$ cat src/hw/acrs_params.svh
// Register offsets, field positions and reset values of the result storage block.
`ifndef ACRS_PARAMS_SVH
`define ACRS_PARAMS_SVH

// ----------------------------------------------------------------------
// Register map (byte addresses)
// ----------------------------------------------------------------------
`define ACRS_AW 8
`define ACRS_OFF_NMODE 8'h00
`define ACRS_OFF_PMODE 8'h04
`define ACRS_OFF_SLOT0 8'h10
`define ACRS_SLOT_STRIDE 8'h04
`define ACRS_OFF_PRES 8'h30

// ----------------------------------------------------------------------
// Fields
// ----------------------------------------------------------------------
`define ACRS_REPEAT_BIT 0
`define ACRS_SCAN_BIT 1
`define ACRS_ITM_LSB 2
`define ACRS_BUSY_BIT 6
`define ACRS_END_BIT 7
`define ACRS_OVR_BIT 30
`define ACRS_RDY_BIT 31
`define ACRS_ITM_ONE 2'h0
`define ACRS_ITM_FOUR 2'h1
`define ACRS_ITM_EIGHT 2'h2
`define ACRS_ITM_RSVD 2'h3
`define ACRS_LAST_FOUR 3'h3
`define ACRS_LAST_EIGHT 3'h7
`define ACRS_SLOTS 8
`define ACRS_DATA_W 16
`define ACRS_RES_W 10
`define ACRS_RST_WORD 32'h0000_0000

`endif

$ cat src/hw/acrs_pkg.sv
// Types shared by the result storage block and its helpers.
`include "acrs_params.svh"

package acrs_pkg;

  // One converter event per cycle, from the sequencer on the same clock.
  typedef struct packed {
    logic start_normal;
    logic start_prio;
    logic done;
    logic prio;
    logic [3:0] channel;
    logic [`ACRS_DATA_W-1:0] data;
    logic scan_end;
  } acrs_evt_s;

  typedef struct packed {
    logic read;
    logic write;
    logic [`ACRS_AW-1:0] address;
    logic [31:0] writedata;
    logic [3:0] byteenable;
  } acrs_avl_req_s;

  typedef enum logic {
    ACRS_AVL_IDLE = 1'b0,
    ACRS_AVL_ACK = 1'b1
  } acrs_avl_e;

  typedef logic [2:0] acrs_slot_t;

  // Inputs 8..11 own slots 0..3, inputs 4..7 own slots 4..7; others store nowhere.
  function automatic logic [3:0] acrs_slot_of(input logic [3:0] ch);
    acrs_slot_of = {ch[3] ^ ch[2], ch[2] & ~ch[3], ch[1:0]};
  endfunction : acrs_slot_of

endpackage : acrs_pkg

$ cat src/hw/acrs_avl_slave.sv
// Avalon-MM handshake: one wait cycle, then the transfer completes.
`timescale 1ns/100ps

module acrs_avl_slave
  import acrs_pkg::*;
(
  // Clock and reset
  input wire logic clk_in,
  input wire logic srst_in,
  // Request seen
  input wire logic req_in,
  // Handshake
  output logic waitrequest_out,
  output logic capture_out,
  output logic take_out
);

  typedef struct packed {
    acrs_avl_e st;
    logic wait_rq;
  } acrs_slv_s;

  acrs_slv_s s_reg;
  acrs_slv_s s_next;

  always_comb begin
    s_next = s_reg;
    unique case (s_reg.st)
      ACRS_AVL_IDLE: begin
        if (req_in) begin
          s_next.st = ACRS_AVL_ACK;
          s_next.wait_rq = 1'b0;
        end
      end
      ACRS_AVL_ACK: begin
        s_next.st = ACRS_AVL_IDLE;
        s_next.wait_rq = 1'b1;
      end
    endcase
  end

  always_ff @(posedge clk_in) begin
    if (srst_in) begin
      s_reg <= '{st: ACRS_AVL_IDLE, wait_rq: 1'b1};
    end else begin
      s_reg <= s_next;
    end
  end

  assign waitrequest_out = s_reg.wait_rq;
  assign capture_out = req_in && (s_reg.st == ACRS_AVL_IDLE);
  assign take_out = s_reg.st == ACRS_AVL_ACK;

  wait_one_cycle_a: assert property (@(posedge clk_in) disable iff (srst_in)
    !waitrequest_out |=> waitrequest_out)
    else $error("waitrequest stayed low two cycles");

endmodule : acrs_avl_slave

$ cat src/hw/acrs_seq_ctr.sv
// Sequential slot pointer for fixed-channel repeat conversion.
`timescale 1ns/100ps

module acrs_seq_ctr
  import acrs_pkg::*;
(
  // Clock and reset
  input wire logic clk_in,
  input wire logic srst_in,
  // Control
  input wire logic clear_in,
  input wire logic step_in,
  input wire logic [1:0] itm_in,
  // Pointer
  output acrs_slot_t slot_out,
  output logic wrap_out
);

  typedef struct packed {
    acrs_slot_t ptr;
  } acrs_ctr_s;

  acrs_ctr_s s_reg;
  acrs_ctr_s s_next;
  acrs_slot_t last;

  always_comb begin
    last = (itm_in == `ACRS_ITM_FOUR) ? `ACRS_LAST_FOUR : `ACRS_LAST_EIGHT;
    slot_out = (itm_in == `ACRS_ITM_ONE || itm_in == `ACRS_ITM_RSVD) ? '0 : s_reg.ptr;
    // The reserved interval never completes a group.
    wrap_out = (itm_in == `ACRS_ITM_ONE) ||
               ((itm_in != `ACRS_ITM_RSVD) && (s_reg.ptr == last));
    s_next = s_reg;
    if (clear_in) begin
      s_next.ptr = '0;
    end else if (step_in) begin
      s_next.ptr = wrap_out ? '0 : acrs_slot_t'(s_reg.ptr + 3'h1);
    end
  end

  always_ff @(posedge clk_in) begin
    if (srst_in) begin
      s_reg <= '0;
    end else begin
      s_reg <= s_next;
    end
  end

endmodule : acrs_seq_ctr

$ cat src/hw/acrs_top.sv
// Completion flags, interrupts and result storage of the converter controller.
// Function
// - Normal completion sets the end flag so software may poll it.
// - Each result holds overrun and ready bits; ready 1 and overrun 0 means valid.
// - Fixed single: interrupt and end flag after conversion, busy cleared.
// - Fixed repeat, interval 00: interrupt and end flag every conversion.
// - Fixed repeat, interval 01: interrupt and end flag every four conversions.
// - Fixed repeat, interval 10: interrupt and end flag every eight conversions.
// - Both repeat modes keep busy at 1 after each completion interrupt.
// - Scan single: interrupt and end flag after whole scan, busy cleared.
// - Scan repeat: interrupt and end flag after each full scan pass.
// - Priority completion raises its interrupt, sets its end flag, clears busy.
// - Both end flags clear when software reads them.
// - Outside fixed repeat, inputs 8-11 go to slots 0-3, 4-7 to 4-7.
// - Fixed repeat with per-conversion interrupt always stores into slot 0.
// - Fixed repeat by four or eight fills slots in order, then wraps.
// - Priority results go to their own separate result register.
// - Busy flags rise when their conversion begins, unless a completion that clears busy lands in the same cycle.
`timescale 1ns/100ps

module acrs_top
  import acrs_pkg::*;
#(
  parameter int RES_W = `ACRS_RES_W
) (
  // Clock and reset
  input wire logic clk_in,
  input wire logic srst_in,
  // Register bus
  input acrs_avl_req_s avs_req_in,
  output logic [31:0] avs_readdata_out,
  output logic avs_waitrequest_out,
  // Converter events
  input acrs_evt_s conv_evt_in,
  // Completion interrupts
  output logic normal_done_irq_out,
  output logic priority_done_irq_out
);

  generate
    if (RES_W < 1 || RES_W > `ACRS_DATA_W) begin : g_bad_width
      $error("RES_W must lie between 1 and the converter data width");
    end
  endgenerate

  typedef struct packed {
    logic repeat_on;
    logic scan_on;
    logic [1:0] itm;
    logic nbusy;
    logic nend;
    logic pbusy;
    logic pend;
    logic nirq;
    logic pirq;
    logic [`ACRS_SLOTS-1:0] rdy;
    logic [`ACRS_SLOTS-1:0] ovr;
    logic [`ACRS_SLOTS-1:0][RES_W-1:0] val;
    logic prdy;
    logic povr;
    logic [RES_W-1:0] pval;
    logic [31:0] rdata;
  } acrs_state_s;

  acrs_state_s s_reg;
  acrs_state_s s_next;

  logic capture;
  logic take;
  logic rd_take;
  logic fix_rep;
  logic seq_clear;
  logic seq_step;
  acrs_slot_t seq_slot;
  logic seq_wrap;
  logic [3:0] map;
  acrs_slot_t idx;
  logic store;
  logic hit;
  logic [31:0] word;

  // ----------------------------------------------------------------------
  // Helpers
  // ----------------------------------------------------------------------
  acrs_avl_slave u_slave (
    .clk_in(clk_in),
    .srst_in(srst_in),
    .req_in(avs_req_in.read || avs_req_in.write),
    .waitrequest_out(avs_waitrequest_out),
    .capture_out(capture),
    .take_out(take)
  );

  assign fix_rep = s_reg.repeat_on && !s_reg.scan_on;
  assign seq_step = conv_evt_in.done && !conv_evt_in.prio && fix_rep;
  // A mode write or a fresh start restarts the slot sequence at slot 0.
  assign seq_clear = !fix_rep || conv_evt_in.start_normal ||
                     (take && avs_req_in.write && avs_req_in.address == `ACRS_OFF_NMODE);

  acrs_seq_ctr u_seq (
    .clk_in(clk_in),
    .srst_in(srst_in),
    .clear_in(seq_clear),
    .step_in(seq_step),
    .itm_in(s_reg.itm),
    .slot_out(seq_slot),
    .wrap_out(seq_wrap)
  );

  assign rd_take = take && avs_req_in.read;
  assign map = acrs_slot_of(conv_evt_in.channel);

  // ----------------------------------------------------------------------
  // Address decode
  // ----------------------------------------------------------------------
  // One compare serves both the read mux and the clear-on-read path, so the
  // two can never disagree about which slot an address selects.
  function automatic logic is_slot(input logic [`ACRS_AW-1:0] addr, input int i);
    is_slot = (addr == `ACRS_AW'(`ACRS_OFF_SLOT0 + i * `ACRS_SLOT_STRIDE));
  endfunction : is_slot

  // ----------------------------------------------------------------------
  // Read word decode
  // ----------------------------------------------------------------------
  always_comb begin
    word = `ACRS_RST_WORD;
    if (avs_req_in.address == `ACRS_OFF_NMODE) begin
      word[`ACRS_REPEAT_BIT] = s_reg.repeat_on;
      word[`ACRS_SCAN_BIT] = s_reg.scan_on;
      word[`ACRS_ITM_LSB +: 2] = s_reg.itm;
      word[`ACRS_BUSY_BIT] = s_reg.nbusy;
      word[`ACRS_END_BIT] = s_reg.nend;
    end
    if (avs_req_in.address == `ACRS_OFF_PMODE) begin
      word[`ACRS_BUSY_BIT] = s_reg.pbusy;
      word[`ACRS_END_BIT] = s_reg.pend;
    end
    for (int i = 0; i < `ACRS_SLOTS; i++) begin
      if (is_slot(avs_req_in.address, i)) begin
        word[`ACRS_RDY_BIT] = s_reg.rdy[i];
        word[`ACRS_OVR_BIT] = s_reg.ovr[i];
        word[RES_W-1:0] = s_reg.val[i];
      end
    end
    if (avs_req_in.address == `ACRS_OFF_PRES) begin
      word[`ACRS_RDY_BIT] = s_reg.prdy;
      word[`ACRS_OVR_BIT] = s_reg.povr;
      word[RES_W-1:0] = s_reg.pval;
    end
  end

  // ----------------------------------------------------------------------
  // Next state
  // ----------------------------------------------------------------------
  always_comb begin
    s_next = s_reg;
    s_next.nirq = 1'b0;
    s_next.pirq = 1'b0;
    idx = fix_rep ? seq_slot : map[2:0];
    store = 1'b0;
    hit = 1'b0;
    if (capture) begin
      s_next.rdata = word;
    end
    // Only bits that the answer showed as set are cleared, so an event that
    // lands between capture and completion of the read is kept.
    if (rd_take && avs_req_in.address == `ACRS_OFF_NMODE && s_reg.rdata[`ACRS_END_BIT]) begin
      s_next.nend = 1'b0;
    end
    if (rd_take && avs_req_in.address == `ACRS_OFF_PMODE && s_reg.rdata[`ACRS_END_BIT]) begin
      s_next.pend = 1'b0;
    end
    // Any read of a result address hands it over, whatever its byte enables.
    for (int i = 0; i < `ACRS_SLOTS; i++) begin
      if (rd_take && is_slot(avs_req_in.address, i)) begin
        if (s_reg.rdata[`ACRS_RDY_BIT]) begin
          s_next.rdy[i] = 1'b0;
        end
        if (s_reg.rdata[`ACRS_OVR_BIT]) begin
          s_next.ovr[i] = 1'b0;
        end
      end
    end
    if (rd_take && avs_req_in.address == `ACRS_OFF_PRES) begin
      if (s_reg.rdata[`ACRS_RDY_BIT]) begin
        s_next.prdy = 1'b0;
      end
      if (s_reg.rdata[`ACRS_OVR_BIT]) begin
        s_next.povr = 1'b0;
      end
    end
    if (take && avs_req_in.write && avs_req_in.address == `ACRS_OFF_NMODE &&
        avs_req_in.byteenable[0]) begin
      s_next.repeat_on = avs_req_in.writedata[`ACRS_REPEAT_BIT];
      s_next.scan_on = avs_req_in.writedata[`ACRS_SCAN_BIT];
      s_next.itm = avs_req_in.writedata[`ACRS_ITM_LSB +: 2];
    end
    if (conv_evt_in.start_normal) begin
      s_next.nbusy = 1'b1;
    end
    if (conv_evt_in.start_prio) begin
      s_next.pbusy = 1'b1;
    end
    if (conv_evt_in.done && conv_evt_in.prio) begin
      s_next.pval = conv_evt_in.data[RES_W-1:0];
      s_next.povr = s_reg.prdy || s_reg.povr;
      s_next.prdy = 1'b1;
      s_next.pend = 1'b1;
      s_next.pirq = 1'b1;
      s_next.pbusy = 1'b0;
    end
    if (conv_evt_in.done && !conv_evt_in.prio) begin
      store = fix_rep || map[3];
      hit = fix_rep ? seq_wrap : (!s_reg.scan_on || conv_evt_in.scan_end);
      if (store) begin
        s_next.val[idx] = conv_evt_in.data[RES_W-1:0];
        // An unread result being replaced is flagged as overrun.
        s_next.ovr[idx] = s_reg.rdy[idx] || s_reg.ovr[idx];
        s_next.rdy[idx] = 1'b1;
      end
      if (hit) begin
        s_next.nend = 1'b1;
        s_next.nirq = 1'b1;
      end
      // Clearing the repeat bit lets the running conversion end the mode.
      if (!s_reg.repeat_on && (!s_reg.scan_on || conv_evt_in.scan_end)) begin
        s_next.nbusy = 1'b0;
      end
    end
  end

  always_ff @(posedge clk_in) begin
    if (srst_in) begin
      s_reg <= '0;
    end else begin
      s_reg <= s_next;
    end
  end

  assign avs_readdata_out = s_reg.rdata;
  assign normal_done_irq_out = s_reg.nirq;
  assign priority_done_irq_out = s_reg.pirq;

  // ----------------------------------------------------------------------
  // Checks
  // ----------------------------------------------------------------------
  irq_with_end_a: assert property (@(posedge clk_in) disable iff (srst_in)
    normal_done_irq_out |-> s_reg.nend ##1
      (!normal_done_irq_out || $past(conv_evt_in.done && !conv_evt_in.prio)))
    else $error("normal interrupt without end flag");

  fixed_single_a: assert property (@(posedge clk_in) disable iff (srst_in)
    (conv_evt_in.done && !conv_evt_in.prio && !s_reg.repeat_on && !s_reg.scan_on &&
     !conv_evt_in.start_normal) |=> normal_done_irq_out && s_reg.nend && !s_reg.nbusy)
    else $error("fixed single completion wrong");

  repeat_busy_a: assert property (@(posedge clk_in) disable iff (srst_in)
    (conv_evt_in.done && !conv_evt_in.prio && s_reg.repeat_on && s_reg.nbusy) |=> s_reg.nbusy)
    else $error("busy dropped in repeat mode");

  one_slot_a: assert property (@(posedge clk_in) disable iff (srst_in)
    (seq_step && s_reg.itm == `ACRS_ITM_ONE) |=> normal_done_irq_out && s_reg.rdy[0])
    else $error("per-conversion repeat not stored in slot 0");

  four_group_a: assert property (@(posedge clk_in) disable iff (srst_in)
    (seq_step && s_reg.itm == `ACRS_ITM_FOUR && !seq_clear)
      |=> normal_done_irq_out == ($past(seq_slot) == `ACRS_LAST_FOUR))
    else $error("four-conversion interval wrong");

  eight_group_a: assert property (@(posedge clk_in) disable iff (srst_in)
    (seq_step && s_reg.itm == `ACRS_ITM_EIGHT && seq_slot == `ACRS_LAST_EIGHT)
      |=> normal_done_irq_out && seq_slot == 3'h0)
    else $error("eight-conversion interval wrong");

  reserved_itm_a: assert property (@(posedge clk_in) disable iff (srst_in)
    (seq_step && s_reg.itm == `ACRS_ITM_RSVD) |=> !normal_done_irq_out)
    else $error("reserved interval raised interrupt");

  scan_mid_a: assert property (@(posedge clk_in) disable iff (srst_in)
    (conv_evt_in.done && !conv_evt_in.prio && s_reg.scan_on && !conv_evt_in.scan_end)
      |=> !normal_done_irq_out)
    else $error("scan interrupt before pass end");

  prio_done_a: assert property (@(posedge clk_in) disable iff (srst_in)
    (conv_evt_in.done && conv_evt_in.prio && !conv_evt_in.start_prio)
      |=> priority_done_irq_out && s_reg.pend && !s_reg.pbusy && s_reg.prdy)
    else $error("priority completion wrong");

  end_clear_a: assert property (@(posedge clk_in) disable iff (srst_in)
    (rd_take && avs_req_in.address == `ACRS_OFF_NMODE && s_reg.rdata[`ACRS_END_BIT] &&
     !(conv_evt_in.done && hit))
      |=> !s_reg.nend)
    else $error("end flag not cleared by read");

  map_high_a: assert property (@(posedge clk_in) disable iff (srst_in)
    (conv_evt_in.done && !conv_evt_in.prio && !fix_rep && conv_evt_in.channel == 4'hA)
      |=> s_reg.rdy[2] && s_reg.val[2] == $past(conv_evt_in.data[RES_W-1:0]))
    else $error("input 10 not stored in slot 2");

  start_busy_a: assert property (@(posedge clk_in) disable iff (srst_in)
    (conv_evt_in.start_normal && !conv_evt_in.done) |=> s_reg.nbusy)
    else $error("busy not set at start");

  busy_prio_a: assert property (@(posedge clk_in) disable iff (srst_in)
    (conv_evt_in.start_prio && !conv_evt_in.done)
      |=> s_reg.pbusy)
    else $error("priority busy not set at start");

  prio_irq_end_a: assert property (@(posedge clk_in) disable iff (srst_in)
    priority_done_irq_out
      |-> s_reg.pend)
    else $error("priority interrupt without end flag");

  scan_pass_a: assert property (@(posedge clk_in) disable iff (srst_in)
    (conv_evt_in.done && !conv_evt_in.prio && s_reg.repeat_on && s_reg.scan_on &&
     conv_evt_in.scan_end) |=> normal_done_irq_out && s_reg.nend)
    else $error("scan pass end gave no interrupt");

  scan_single_a: assert property (@(posedge clk_in) disable iff (srst_in)
    (conv_evt_in.done && !conv_evt_in.prio && !s_reg.repeat_on && s_reg.scan_on &&
     conv_evt_in.scan_end) |=> normal_done_irq_out && !s_reg.nbusy)
    else $error("scan single end wrong");

  seq_fill_a: assert property (@(posedge clk_in) disable iff (srst_in)
    (seq_step && s_reg.itm == `ACRS_ITM_FOUR && !seq_clear && seq_slot != `ACRS_LAST_FOUR)
      |=> s_reg.rdy[$past(seq_slot)] && seq_slot == 3'($past(seq_slot) + 3'h1))
    else $error("four-slot sequence did not advance");

  prio_apart_a: assert property (@(posedge clk_in) disable iff (srst_in)
    (conv_evt_in.done && conv_evt_in.prio && !rd_take)
      |=> $stable(s_reg.rdy) && $stable(s_reg.val))
    else $error("priority result touched normal slots");

  overrun_mark_a: assert property (@(posedge clk_in) disable iff (srst_in)
    (store && s_reg.rdy[idx])
      |=> s_reg.ovr[$past(idx)] && s_reg.rdy[$past(idx)])
    else $error("overwritten result not flagged overrun");

  pend_clear_a: assert property (@(posedge clk_in) disable iff (srst_in)
    (rd_take && avs_req_in.address == `ACRS_OFF_PMODE && s_reg.rdata[`ACRS_END_BIT] &&
     !(conv_evt_in.done && conv_evt_in.prio)) |=> !s_reg.pend)
    else $error("priority end flag not cleared by read");

endmodule : acrs_top
$ cat config.mk
export PLATFORM = sky130hd
export DESIGN_NAME = acrs_top
export DESIGN_NICKNAME = d
export VERILOG_FILES = /design/src/hw/acrs_pkg.sv /design/src/hw/acrs_avl_slave.sv /design/src/hw/acrs_seq_ctr.sv /design/src/hw/acrs_top.sv
export VERILOG_INCLUDE_DIRS = /design/src /design/src/hw
export SDC_FILE = /design/constraint.sdc
export NUM_CORES = 1
export LEC_CHECK = 0
export BUFFER_PORTS_ARGS = -buffer_cell sky130_fd_sc_hd__buf_2
export CELL_PAD_IN_SITES_DETAIL_PLACEMENT = 1
export CELL_PAD_IN_SITES_GLOBAL_PLACEMENT = 1
export CORE_MARGIN = 10
export CORE_UTILIZATION = 43
export CTS_CLUSTER_DIAMETER = 200
export CTS_CLUSTER_SIZE = 40
export DETAILED_ROUTE_END_ITERATION = 12
export GPL_ROUTABILITY_DRIVEN = 0
export HOLD_SLACK_MARGIN = 0.1
export PLACE_DENSITY_LB_ADDON = 0.3
export SYNTH_ARGS = -nofsm -noshare
export SYNTH_HDL_FRONTEND = slang
export SYNTH_SLANG_ARGS = --single-unit
$ cat constraint.sdc
create_clock -name clk_in -period 2.7 [get_ports clk_in]
set_clock_uncertainty 0.05 [all_clocks]
set_input_delay 0.135 -clock clk_in [delete_from_list [all_inputs] [get_ports clk_in]]
set_output_delay 0.135 -clock clk_in [all_outputs]
set_load 0.03 [all_outputs]
### Word-level counts from Yosys, hierarchy flattened

Index checks and enable logic that the tools add are counted.

| word-level totals | value |
|---|---|
| register bits | 135 |
| input bits | 73 |
| output and inout port bits | 35 |
| logic and storage cells | 185 |

| operators by class | value |
|---|---|
| add/sub/neg operators | 1 |
| magnitude comparators | 2 |
| equality and inequality tests | 15 |
| multiplexer cells | 85 |
| bitwise operators | 6 |
| reduce and logical (&&, ||, !) cells | 50 |

Operators with widths:

| kind | number |
|---|---|
| 96-bit two-way mux | 2 |
| 10-bit two-way mux | 10 |
| 80-bit bitwise mux | 1 |
| 1-bit two-way mux | 46 |
| 8-bit by 6-bit == test with 1-bit output, second input constant | 5 |
| 8-bit by 5-bit == test with 1-bit output, second input constant | 4 |
| 10-bit demux with 3-bit select | 1 |
| 2-bit two-way mux | 14 |
| 1-bit logical AND | 25 |
| 12-bit two-way mux | 1 |
| 3-bit two-way mux | 4 |
| 1-bit logical OR | 9 |
| 8-bit bitwise mux | 1 |
| 8-bit by 3-bit == test with 1-bit output, second input constant | 1 |
| 8-bit logical NOT | 1 |
| 8-bit bitwise OR | 1 |
| 2-bit nonzero test | 4 |
| 1-bit binary-select mux with 3-bit select | 2 |
| 2-bit AND reduction | 3 |
| 2-bit OR reduction | 3 |
| 1-bit logical NOT | 4 |
| 3-bit by 4-bit < comparator with 1-bit output, second input constant | 1 |
| 4-bit two-way mux | 1 |
| 2-bit case mux with 2 select lines | 1 |
| 12 further kinds | 14 |

### Longest topological paths before layout

Gate-level depths: netlist (run 1).

| logic depth | value |
|---|---|
| word-level depth | 12 |
| mapped depth | 8 |
| depth with buffers taken out | 7 |

### Modules after synthesis

A second synthesis (run 1) with hierarchy kept.

| unflattened totals | value |
|---|---|
| cell total of the unflattened synthesis | 774 |
| area, all modules | 6977.9 um2 |

Modules (own cells, without submodules):

| module | times used | cells an instance | area an instance (um2) | sequential area each (um2) |
|---|---|---|---|---|
| acrs_top | 1 | 739 | 6661.4 | 2602.5 |
| acrs_seq_ctr | 1 | 28 | 249.0 | 60.1 |
| acrs_avl_slave | 1 | 7 | 67.6 | 40.0 |

### Least setup slack after synthesis (run 1)

No wires, ideal clock.

| timing | value |
|---|---|
| path kind | register -> register |
| from | register s_reg[146] (netlist name) |
| to | register (tool-made name) |
| setup time | 128 ps |
| data arrival time | 1894 ps |
| required time | 2522 ps |
| setup slack | 628 ps |
| stages on the path, launching flop included | 9 |
| path buffers | 1 |
| clock period less this slack | 2072 ps |
| path through | dfxtp_1 > inv_1 > ha_1 > nand2_1 > mux2_4 > nor4_4 > buf_6 > mux2i_1 > nor2_1 |

RTL lines:

| what | RTL line | RTL |
|---|---|---|
| start: declaration | acrs_top.sv:65 | `acrs_state_s s_reg;` |
| start signal: assignment | acrs_top.sv:236 | `s_reg <= s_next;` |

==> impl_metrics.py, run 1 <==
metrics = {
    "worst_setup_path": {
        "required_ps": 2940,
        "start_kind": "flip-flop",
        "crit_arrival_ps": 2670,
        "rrSetupSlack_ps": 270,
        "cp_max_fo": 12,
        "rr_startpoint": "s_reg[147]$_SDFFE_PP0P_",
        "critical_path_class": "flip-flop to flip-flop",
        "end_kind": "flip-flop",
        "worstRegToRegCells": 8,
    },
    "final_layout": {
        "area_growth_pct": 15.29,
        "finalNonFillerCells": 1061,
        "drive_gt1_share_pct": 16.23,
        "nFillCells": 1848,
        "fin_util_pct": 50.72,
        "final_nets": 909,
    },
    "routing": {
        "vias_per_cell": 5.710,
        "vias": 6058,
        "drt-total-wl_um": 22920,
        "avgRoutedWirePerCell_um": 21.60,
        "final_antenna_net_count": 0,
        "dr.pass1.iters": 5,
        "first_iter_violations": 415,
        "drcViolationCount": 0,
    },
    "yosys": {
        "synthCells": 791,
        "yosysTopAreaCell": "dfxtp_1",
        "synth_common_cells": "dfxtp_1 (135), nor2_1 (121), mux2i_1 (100)",
        "synth_area_per_cell_um2": 8.868,
        "yosysMostFrequentCell": "dfxtp_1",
        "ys_types": 67,
        "seq_area_frac_synth_pct": 38.53,
        "syn_area_um2": 7014,
        "ys_seq_elements": 135,
        "synth_ff_type": "dfxtp_1",
        "yosys_warnings": 0,
        "synth_edf_count": 0,
        "synth_top_area_share_pct": 38.53,
        "synthTopCellsByArea": "dfxtp_1 (39%), mux2i_1 (14%), nor2_1 (6.5%)",
        "synthArstFlopShare_pct": 0,
    },
    "min_path": {
        "min_path_cells": 3,
        "hold_path.class": "primary input to flip-flop",
        "hp-start": "conv_evt_in[0]",
        "min_to": "normal_done_irq_out$_SDFF_PP0_",
    },
    "grt": {
        "track_usage_pct": 20.86,
        "overflow": 0,
        "busiest_layer": "met2",
        "grt_max_degree": 64,
        "grt_antenna_before_repair": 2,
        "grt_pass1_wl_um": 35800,
        "grt_pass1_vias": 6426,
        "use_met1_pct": 25.24,
        "grt_use_met3_pct": 5.556,
        "grt_util_met2_pct": 34.81,
    },
    "placed_design": {
        "dp_hpwl_um": 15980,
        "dpl.cell_count": 1009,
        "dp_slack_ps": 331.6,
        "numPortBuffers": 50,
    },
    "floorplanning": {
        "design.die.area_um2": 21820,
        "ios": 108,
        "fp.dieH_um": 147.7,
        "rows": 46,
        "core_um2": 15940,
        "initial_utilization_pct": 44.00,
        "fp.dieW_um": 147.7,
    },
    "sta": {
        "fmax_mhz": 412.4,
        "hold_viol_final": 0,
        "finalSetupViolations": 0,
        "maxSlewViolCount": 0,
        "rsz0062_at_grt": "false",
        "fin_crit_sh_pct": 89.81,
        "layout_min_cycle_time_ps": 2425,
        "fin_ws_ps": 275.0,
        "tns_ps": 0,
        "slew_headroom_pct": 36.91,
        "worst_slew_pin_slew_ps": 945.8,
    },
    "clocking": {
        "cts_tree": "done",
        "ctsHoldBuffers": 19,
        "post_cts.repair.setup_buffers": 0,
        "clkLatencyLatePin_ps": 440,
        "cts_buffer_depth": 2,
        "post_cts_resize_count": 0,
        "cts-root-buf": "clkbuf_16",
        "tritoncts.num_buffers": 17,
        "htree_levels": 4,
        "clock-sinks": 135,
        "path_clk_slew_ps": 60,
    },
    "power_and_ir_drop": {
        "power.density_nw_per_um2": 630.5,
        "p_int_mw": 3.836,
        "p_clk_share_pct": 50.1,
        "switching_share_pct": 24.76,
        "switching_power_mw": 1.262,
        "vdd_drop_max_uv": 475.0,
        "seq_power_share_pct": 40.3,
        "p_leak_nw": 3.240,
        "p_comb_share_pct": 9.6,
    },
    "run": {
        "cap_violations": 0,
    },
    "run_status": {
        "status": "complete, no violations",
    },
}
worst max-delay path by stage:
stage                                  from   endpoint  cells past startpoint
detailed placement  s_reg[146]$_SDFFE_PP0P_  flip-flop                      8
global placement    s_reg[146]$_SDFFE_PP0P_  flip-flop                      8
floorplan           s_reg[146]$_SDFFE_PP0P_  flip-flop                      8
finish              s_reg[147]$_SDFFE_PP0P_  flip-flop                      8
CTS                 s_reg[147]$_SDFFE_PP0P_  flip-flop                      8
global route        s_reg[147]$_SDFFE_PP0P_  flip-flop                      8
power groups by stage:
| stage | Combinational, mW | Clock, mW | Sequential (mW) |
|---|---|---|---|
| finish | 0.488 | 2.56 | 2.06 |
| global route | 0.526 | 2.68 | 2.06 |
| CTS | 0.485 | 2.59 | 2.05 |
| detailed placement | 0.458 | 0 | 2.10 |
| global placement | 0.445 | 0 | 2.10 |
| floorplan | 0.350 | 0 | 2.10 |
metrics by stage:
stage / hold WS, ps / instance area [um^2] / power, mW
CTS: 102.3 / 8084 / 5.131
detailed placement: 331.4 / 7251 / 2.556
global route: 160.4 / 8084 / 5.267
global placement: 321.2 / 7251 / 2.542
finish: 125.5 / 8087 / 5.099
floorplan: 165.9 / 7086 / 2.445
per-layer routing:
metal / wire length, um / part of all wire (%)
met3: 1487 / 6.5
met5: 11 / 0.048
met4: 412 / 1.8
met1: 9907 / 43
met2: 11100 / 48
critical path, stage by stage (launching register included):
cell	delay [ps]
dfxtp_1	400
inv_1	80
ha_1	320
nand2_1	120
mux2_4	320
nor4_4	310
buf_4	330
mux2i_1	290
nor2_1	70
layout by cell type, fill, tap and decap left out, types with 11 or more instances in the layout:
master,instances
a21oi_1,51
buf_2,49
buf_4,29
clkbuf_16,17
conb_1,20
dfxtp_1,135
dlygate4sd3_1,19
inv_1,13
mux2i_1,100
nand2_1,45
nand2b_1,11
nand3_1,14
nor2_1,121
nor3_1,19
o21ai_0,29
or3_1,12
cells by family after synthesis:
family	synth area share, %
AOI/OAI and AO/OA	14.64
xor gates and xnor gates	0.1249
adders and majority gates	0.8919
buffers and inverters	9.080
DFF	38.53
muxes	16.95
other	0.05346
and+or+nand+nor	19.73
layout make-up:
class / instances / area [um^2] / area share, %
Timing Repair Buffer: 98 / 673.1 / 8.324
Clock buffer: 18 / 439.2 / 5.431
Tap cell: 216 / 270.3 / 3.342
Inverter: 13 / 48.80 / 0.6034
Antenna cell: 1 / 2.502 / 0.03095
Clock inverter: 14 / 203.9 / 2.522
Multi-Input combinational cell: 566 / 3746 / 46.33
Sequential cell: 135 / 2703 / 33.42
Note: power is estimated with default switching activity, not from simulation.
==> run 2: changes to the inputs <==
--- a/config.mk
+++ b/config.mk
@@ -12,11 +12,12 @@
 export CORE_MARGIN = 10
 export CORE_UTILIZATION = 43
 export CTS_CLUSTER_DIAMETER = 200
-export CTS_CLUSTER_SIZE = 40
 export DETAILED_ROUTE_END_ITERATION = 12
 export GPL_ROUTABILITY_DRIVEN = 0
 export HOLD_SLACK_MARGIN = 0.1
 export PLACE_DENSITY_LB_ADDON = 0.3
+export RECOVER_POWER = 50
+export SKIP_LAST_GASP = 1
 export SYNTH_ARGS = -nofsm -noshare
 export SYNTH_HDL_FRONTEND = slang
 export SYNTH_SLANG_ARGS = --single-unit
==> impl_metrics.py, run 2 (synthesis results as in run 1) <==
metrics = {
    "run_status": {
        "status": "complete, no violations",
    },
    "routing": {
        "vias_per_cell": 5.701,
        "dr.pass1.iters": 5,
        "first_iter_violations": 440,
        "vias": 6049,
        "drt-total-wl_um": 22940,
        "final_antenna_net_count": 0,
        "drcViolationCount": 0,
        "avgRoutedWirePerCell_um": 21.62,
    },
    "power_and_ir_drop": {
        "switching_share_pct": 24.87,
        "p_leak_nw": 3.155,
        "vdd_drop_max_uv": 473.0,
        "power.total_mw": 5.097,
        "power.density_nw_per_um2": 634.8,
        "switching_power_mw": 1.268,
        "seq_power_share_pct": 40.3,
        "p_clk_share_pct": 50.2,
        "p_comb_share_pct": 9.5,
        "p_int_mw": 3.830,
    },
    "sta": {
        "finalSetupViolations": 0,
        "maxSlewViolCount": 0,
        "slew_headroom_pct": 14.57,
        "layout_min_cycle_time_ps": 2457,
        "rsz0062_at_grt": "false",
        "hold_ws_ps": 121.3,
        "hold_viol_final": 0,
        "worst_slew_pin_slew_ps": 1281,
        "fmax_mhz": 407.0,
        "fin_crit_sh_pct": 91.01,
        "tns_ps": 0,
    },
    "clocking": {
        "tritoncts.num_buffers": 17,
        "cts_buffer_depth": 2,
        "post_cts_resize_count": 0,
        "htree_levels": 4,
        "path_clk_slew_ps": 60,
        "cts-root-buf": "clkbuf_16",
        "clock-sinks": 135,
        "post_cts.repair.setup_buffers": 0,
        "clkLatencyLatePin_ps": 440,
        "cts_tree": "done",
    },
    "worst_setup_path": {
        "critPathLaunch": "s_reg[147]$_SDFFE_PP0P_",
        "critical_path_class": "flip-flop to flip-flop",
        "required_ps": 3020,
        "crit_arrival_ps": 2780,
        "rr_startpoint": "s_reg[147]$_SDFFE_PP0P_",
        "cp_max_fo": 13,
        "end_kind": "flip-flop",
        "start_kind": "flip-flop",
    },
    "placed_design": {
        "dpl.cell_count": 1009,
        "numPortBuffers": 50,
        "dp_hpwl_um": 15980,
    },
    "final_layout": {
        "final_nets": 909,
        "fin_util_pct": 50.37,
        "finalNonFillerCells": 1061,
        "drive_gt1_share_pct": 13.51,
        "area_growth_pct": 14.48,
        "final_common_cell": "dfxtp_1",
        "mostFrequentLayoutCells": "dfxtp_1 (135), nor2_1 (121), mux2i_1 (100)",
        "nFillCells": 1863,
    },
    "floorplanning": {
        "core_um2": 15940,
        "rows": 46,
        "initial_utilization_pct": 44.00,
        "fp.dieW_um": 147.7,
        "fp.dieH_um": 147.7,
        "design.die.area_um2": 21820,
        "ios": 108,
    },
    "grt": {
        "grt_max_degree": 64,
        "grt_antenna_before_repair": 2,
        "overflow": 0,
        "grt_pass1_wl_um": 35800,
        "grt_pass1_vias": 6426,
        "track_usage_pct": 20.86,
    },
    "run": {
        "cap_violations": 0,
    },
    "min_path": {
        "hold_path.class": "primary input to flip-flop",
        "hp-start": "conv_evt_in[0]",
    },
}
[run 2: layout make-up]
type	instances	area, um^2	share of cell area (%)
Multi-Input combinational cell	566	3740	46.57
Tap cell	216	270.3	3.366
Timing Repair Buffer	98	623.1	7.759
Clock inverter	14	203.9	2.540
Inverter	13	48.80	0.6077
Antenna cell	1	2.502	0.03116
Sequential cell	135	2703	33.66
Clock buffer	18	439.2	5.469
[run 2: power groups by stage]
stage | logic [mW] | registers (mW) | clock network [mW]
finish | 0.482 | 2.06 | 2.56
floorplan | 0.350 | 2.10 | 0
global route | 0.519 | 2.06 | 2.68
detailed placement | 0.458 | 2.10 | 0
global placement | 0.445 | 2.10 | 0
CTS | 0.485 | 2.05 | 2.59
[run 2: layer usage]
metal	track usage (%)	wire, um
met5	0	11
met4	7.582	455
met3	5.556	1404
met2	34.81	11030
met1	25.24	10040
[run 2: repair_timing]
item	4_1_cts	5_1_grt
hold buffers	19	0
endpoints found under the setup margin	0	0
hold endpoints to repair	79	0
[run 2: per-stage QoR]
step           worst slack [ps]  cell area, um^2
6_report                  242.7             8030
5_1_grt                   111.1             8028
4_1_cts                   255.7             8084
3_5_place_dp              331.6             7251
3_3_place_gp              420.0             7251
2_1_floorplan             628.1             7086
[run 2: path summary, 6_finish.rpt]
| kind | depth (start not counted) | slack (ps) | endpoint |
|---|---|---|---|
| max reg2reg | 8 | 240 | s_reg[127]$_SDFF_PP0_ |
| min | 3 | 120 | normal_done_irq_out$_SDFF_PP0_ |
| min reg2reg | 2 | 420 | s_reg[39]$_SDFFE_PP0P_ |
| max | 8 | 240 | s_reg[127]$_SDFF_PP0_ |
[run 2: worst max-delay path, cell delays in order, from the launching register on]
cell,delay [ps]
dfxtp_1,390
inv_1,80
ha_1,330
nand2_1,120
mux2_4,320
nand4_1,120
clkbuf_2,490
o311ai_0,290
a21oi_1,190
==> run 3: changes to the inputs <==
--- a/config.mk
+++ b/config.mk
@@ -7,14 +7,14 @@
 export NUM_CORES = 1
 export LEC_CHECK = 0
 export BUFFER_PORTS_ARGS = -buffer_cell sky130_fd_sc_hd__buf_2
-export CELL_PAD_IN_SITES_DETAIL_PLACEMENT = 1
-export CELL_PAD_IN_SITES_GLOBAL_PLACEMENT = 1
+export CAP_MARGIN = 20
 export CORE_MARGIN = 10
-export CORE_UTILIZATION = 43
+export CORE_UTILIZATION = 45
 export CTS_CLUSTER_DIAMETER = 200
 export DETAILED_ROUTE_END_ITERATION = 12
 export GPL_ROUTABILITY_DRIVEN = 0
 export HOLD_SLACK_MARGIN = 0.1
+export MAX_ROUTING_LAYER = met4
 export PLACE_DENSITY_LB_ADDON = 0.3
 export RECOVER_POWER = 50
 export SKIP_LAST_GASP = 1
==> impl_metrics.py, run 3 (synthesis results as in run 1) <==
metrics = {
    "grt": {
        "grt_max_degree": 63,
        "overflow": 0,
        "grt_pass1_vias": 5608,
        "grt_pass1_wl_um": 30680,
        "track_usage_pct": 19.55,
        "grt_antenna_before_repair": 0,
    },
    "sta": {
        "layout_min_cycle_time_ps": 2401,
        "hold_viol_final": 0,
        "tns_ps": 0,
        "slew_headroom_pct": 10.22,
        "fin_ws_ps": 299.2,
        "finalSetupViolations": 0,
        "fin_crit_sh_pct": 88.92,
        "rsz0062_at_grt": "false",
        "fmax_mhz": 416.5,
        "maxSlewViolCount": 0,
        "worst_slew_pin_slew_ps": 1347,
    },
    "worst_setup_path": {
        "required_ps": 2900,
        "rrSetupSlack_ps": 300,
        "critical_path_class": "flip-flop to flip-flop",
        "start_kind": "flip-flop",
        "worstRegToRegCells": 6,
        "cp_max_fo": 13,
        "rr_startpoint": "s_reg[149]$_SDFFE_PP0P_",
        "crit_arrival_ps": 2600,
        "end_kind": "flip-flop",
    },
    "routing": {
        "vias_per_cell": 5.639,
        "final_antenna_net_count": 0,
        "vias": 5949,
        "first_iter_violations": 494,
        "avgRoutedWirePerCell_um": 18.82,
        "dr.pass1.iters": 5,
        "drcViolationCount": 0,
        "drt-total-wl_um": 19860,
    },
    "clocking": {
        "clock-sinks": 135,
        "cts_tree": "done",
        "clkLatencyLatePin_ps": 420,
        "path_clk_slew_ps": 60,
        "cts-root-buf": "clkbuf_16",
        "post_cts.repair.setup_buffers": 0,
        "htree_levels": 4,
        "cts_buffer_depth": 2,
        "tritoncts.num_buffers": 17,
    },
    "floorplanning": {
        "core_um2": 15260,
        "ios": 108,
        "initial_utilization_pct": 45.97,
        "fp.dieH_um": 144.9,
        "rows": 45,
        "fp.dieW_um": 144.9,
        "design.die.area_um2": 20980,
    },
    "placed_design": {
        "dp_slack_ps": 434.6,
        "dp_hpwl_um": 13620,
        "numPortBuffers": 50,
    },
    "power_and_ir_drop": {
        "power.total_mw": 5.159,
        "vdd_drop_max_uv": 459.7,
        "p_leak_nw": 3.153,
        "power.density_nw_per_um2": 640.6,
    },
    "final_layout": {
        "area_growth_pct": 14.82,
        "drive_gt1_share_pct": 12.68,
        "final_nets": 909,
        "final_common_cell": "dfxtp_1",
        "antennaDiodeCount": 0,
        "mostFrequentLayoutCells": "dfxtp_1 (135), nor2_1 (121), mux2i_1 (100)",
    },
    "min_path": {
        "hold_path.class": "primary input to flip-flop",
        "hp-start": "avs_req_in[0]",
        "min_to": "s_reg[147]$_SDFFE_PP0P_",
        "min_path_cells": 4,
    },
    "run": {
        "cap_violations": 0,
    },
    "run_status": {
        "status": "complete, no violations",
    },
}
-- run 3: changes by cell type in the layout (fill, tap and decap cells not counted) --
cell / before / now
diode_2: 1 / 0
clkinv_2: 6 / 2
buf_2: 31 / 24
bufinv_16: 5 / 6
clkinv_4: 0 / 3
inv_6: 1 / 0
dlygate4sd3_1: 19 / 18
clkinvlp_4: 2 / 1
buf_4: 20 / 21
buf_12: 1 / 2
clkbuf_1: 22 / 30
-- run 3: metrics by stage --
stage	instance area (um^2)	cells	hold WS [ps]	util, %
global placement	7264	1005	321.0	47.61
detailed placement	7264	1005	325.3	47.61
floorplan	7086	810	165.9	-
global route	8054	1055	162.2	52.78
finish	8054	1055	124.2	52.78
CTS	8115	1055	116.2	53.19
-- run 3: metal layers --
layer	routed length, um	global-route usage, %
met5	0	-
met4	416	6.915
met3	1451	4.368
met2	8792	28.89
met1	9201	25.78
-- run 3: worst max path at each step --
stage,slack [ps],start,end
floorplan,630,s_reg[146]$_SDFFE_PP0P_,flip-flop
global placement,490,s_reg[146]$_SDFFE_PP0P_,flip-flop
detailed placement,430,s_reg[146]$_SDFFE_PP0P_,flip-flop
CTS,420,s_reg[146]$_SDFFE_PP0P_,flip-flop
global route,150,s_reg[146]$_SDFFE_PP0P_,flip-flop
finish,300,s_reg[149]$_SDFFE_PP0P_,flip-flop
-- run 3: power breakdown --
| part | switching [mW] | internal, mW | leakage (nW) |
|---|---|---|---|
| logic | 0.323 | 0.142 | 1.74 |
| registers | 0.0238 | 2.03 | 1.09 |
| clock network | 0.882 | 1.76 | 0.324 |
| total | 1.23 | 3.93 | 3.15 |
-- run 3: final cells by class --
| type | instances | area (um^2) |
|---|---|---|
| Clock buffer | 20 | 446.7 |
| Clock inverter | 12 | 224.0 |
| Fill cell | 1458 | 7204 |
| Inverter | 13 | 48.80 |
| Multi-Input combinational cell | 566 | 3740 |
| Sequential cell | 135 | 2703 |
| Tap cell | 211 | 264.0 |
| Timing Repair Buffer | 98 | 628.1 |
-- run 3: worst max-delay path, cell delays in order, from the launching register on --
cell,delay (ps)
dfxtp_1,380
nor2b_4,390
mux2i_4,560
nand4_1,150
clkbuf_2,390
mux2i_1,250
nor2_1,60
-- run 3: timing repair --
| action | in CTS | in global routing |
|---|---|---|
| hold buffers | 18 | 0 |
| resized for setup | 0 | 0 |
| setup endpoints to repair | 0 | 0 |
| hold endpoints to repair | 96 | 0 |
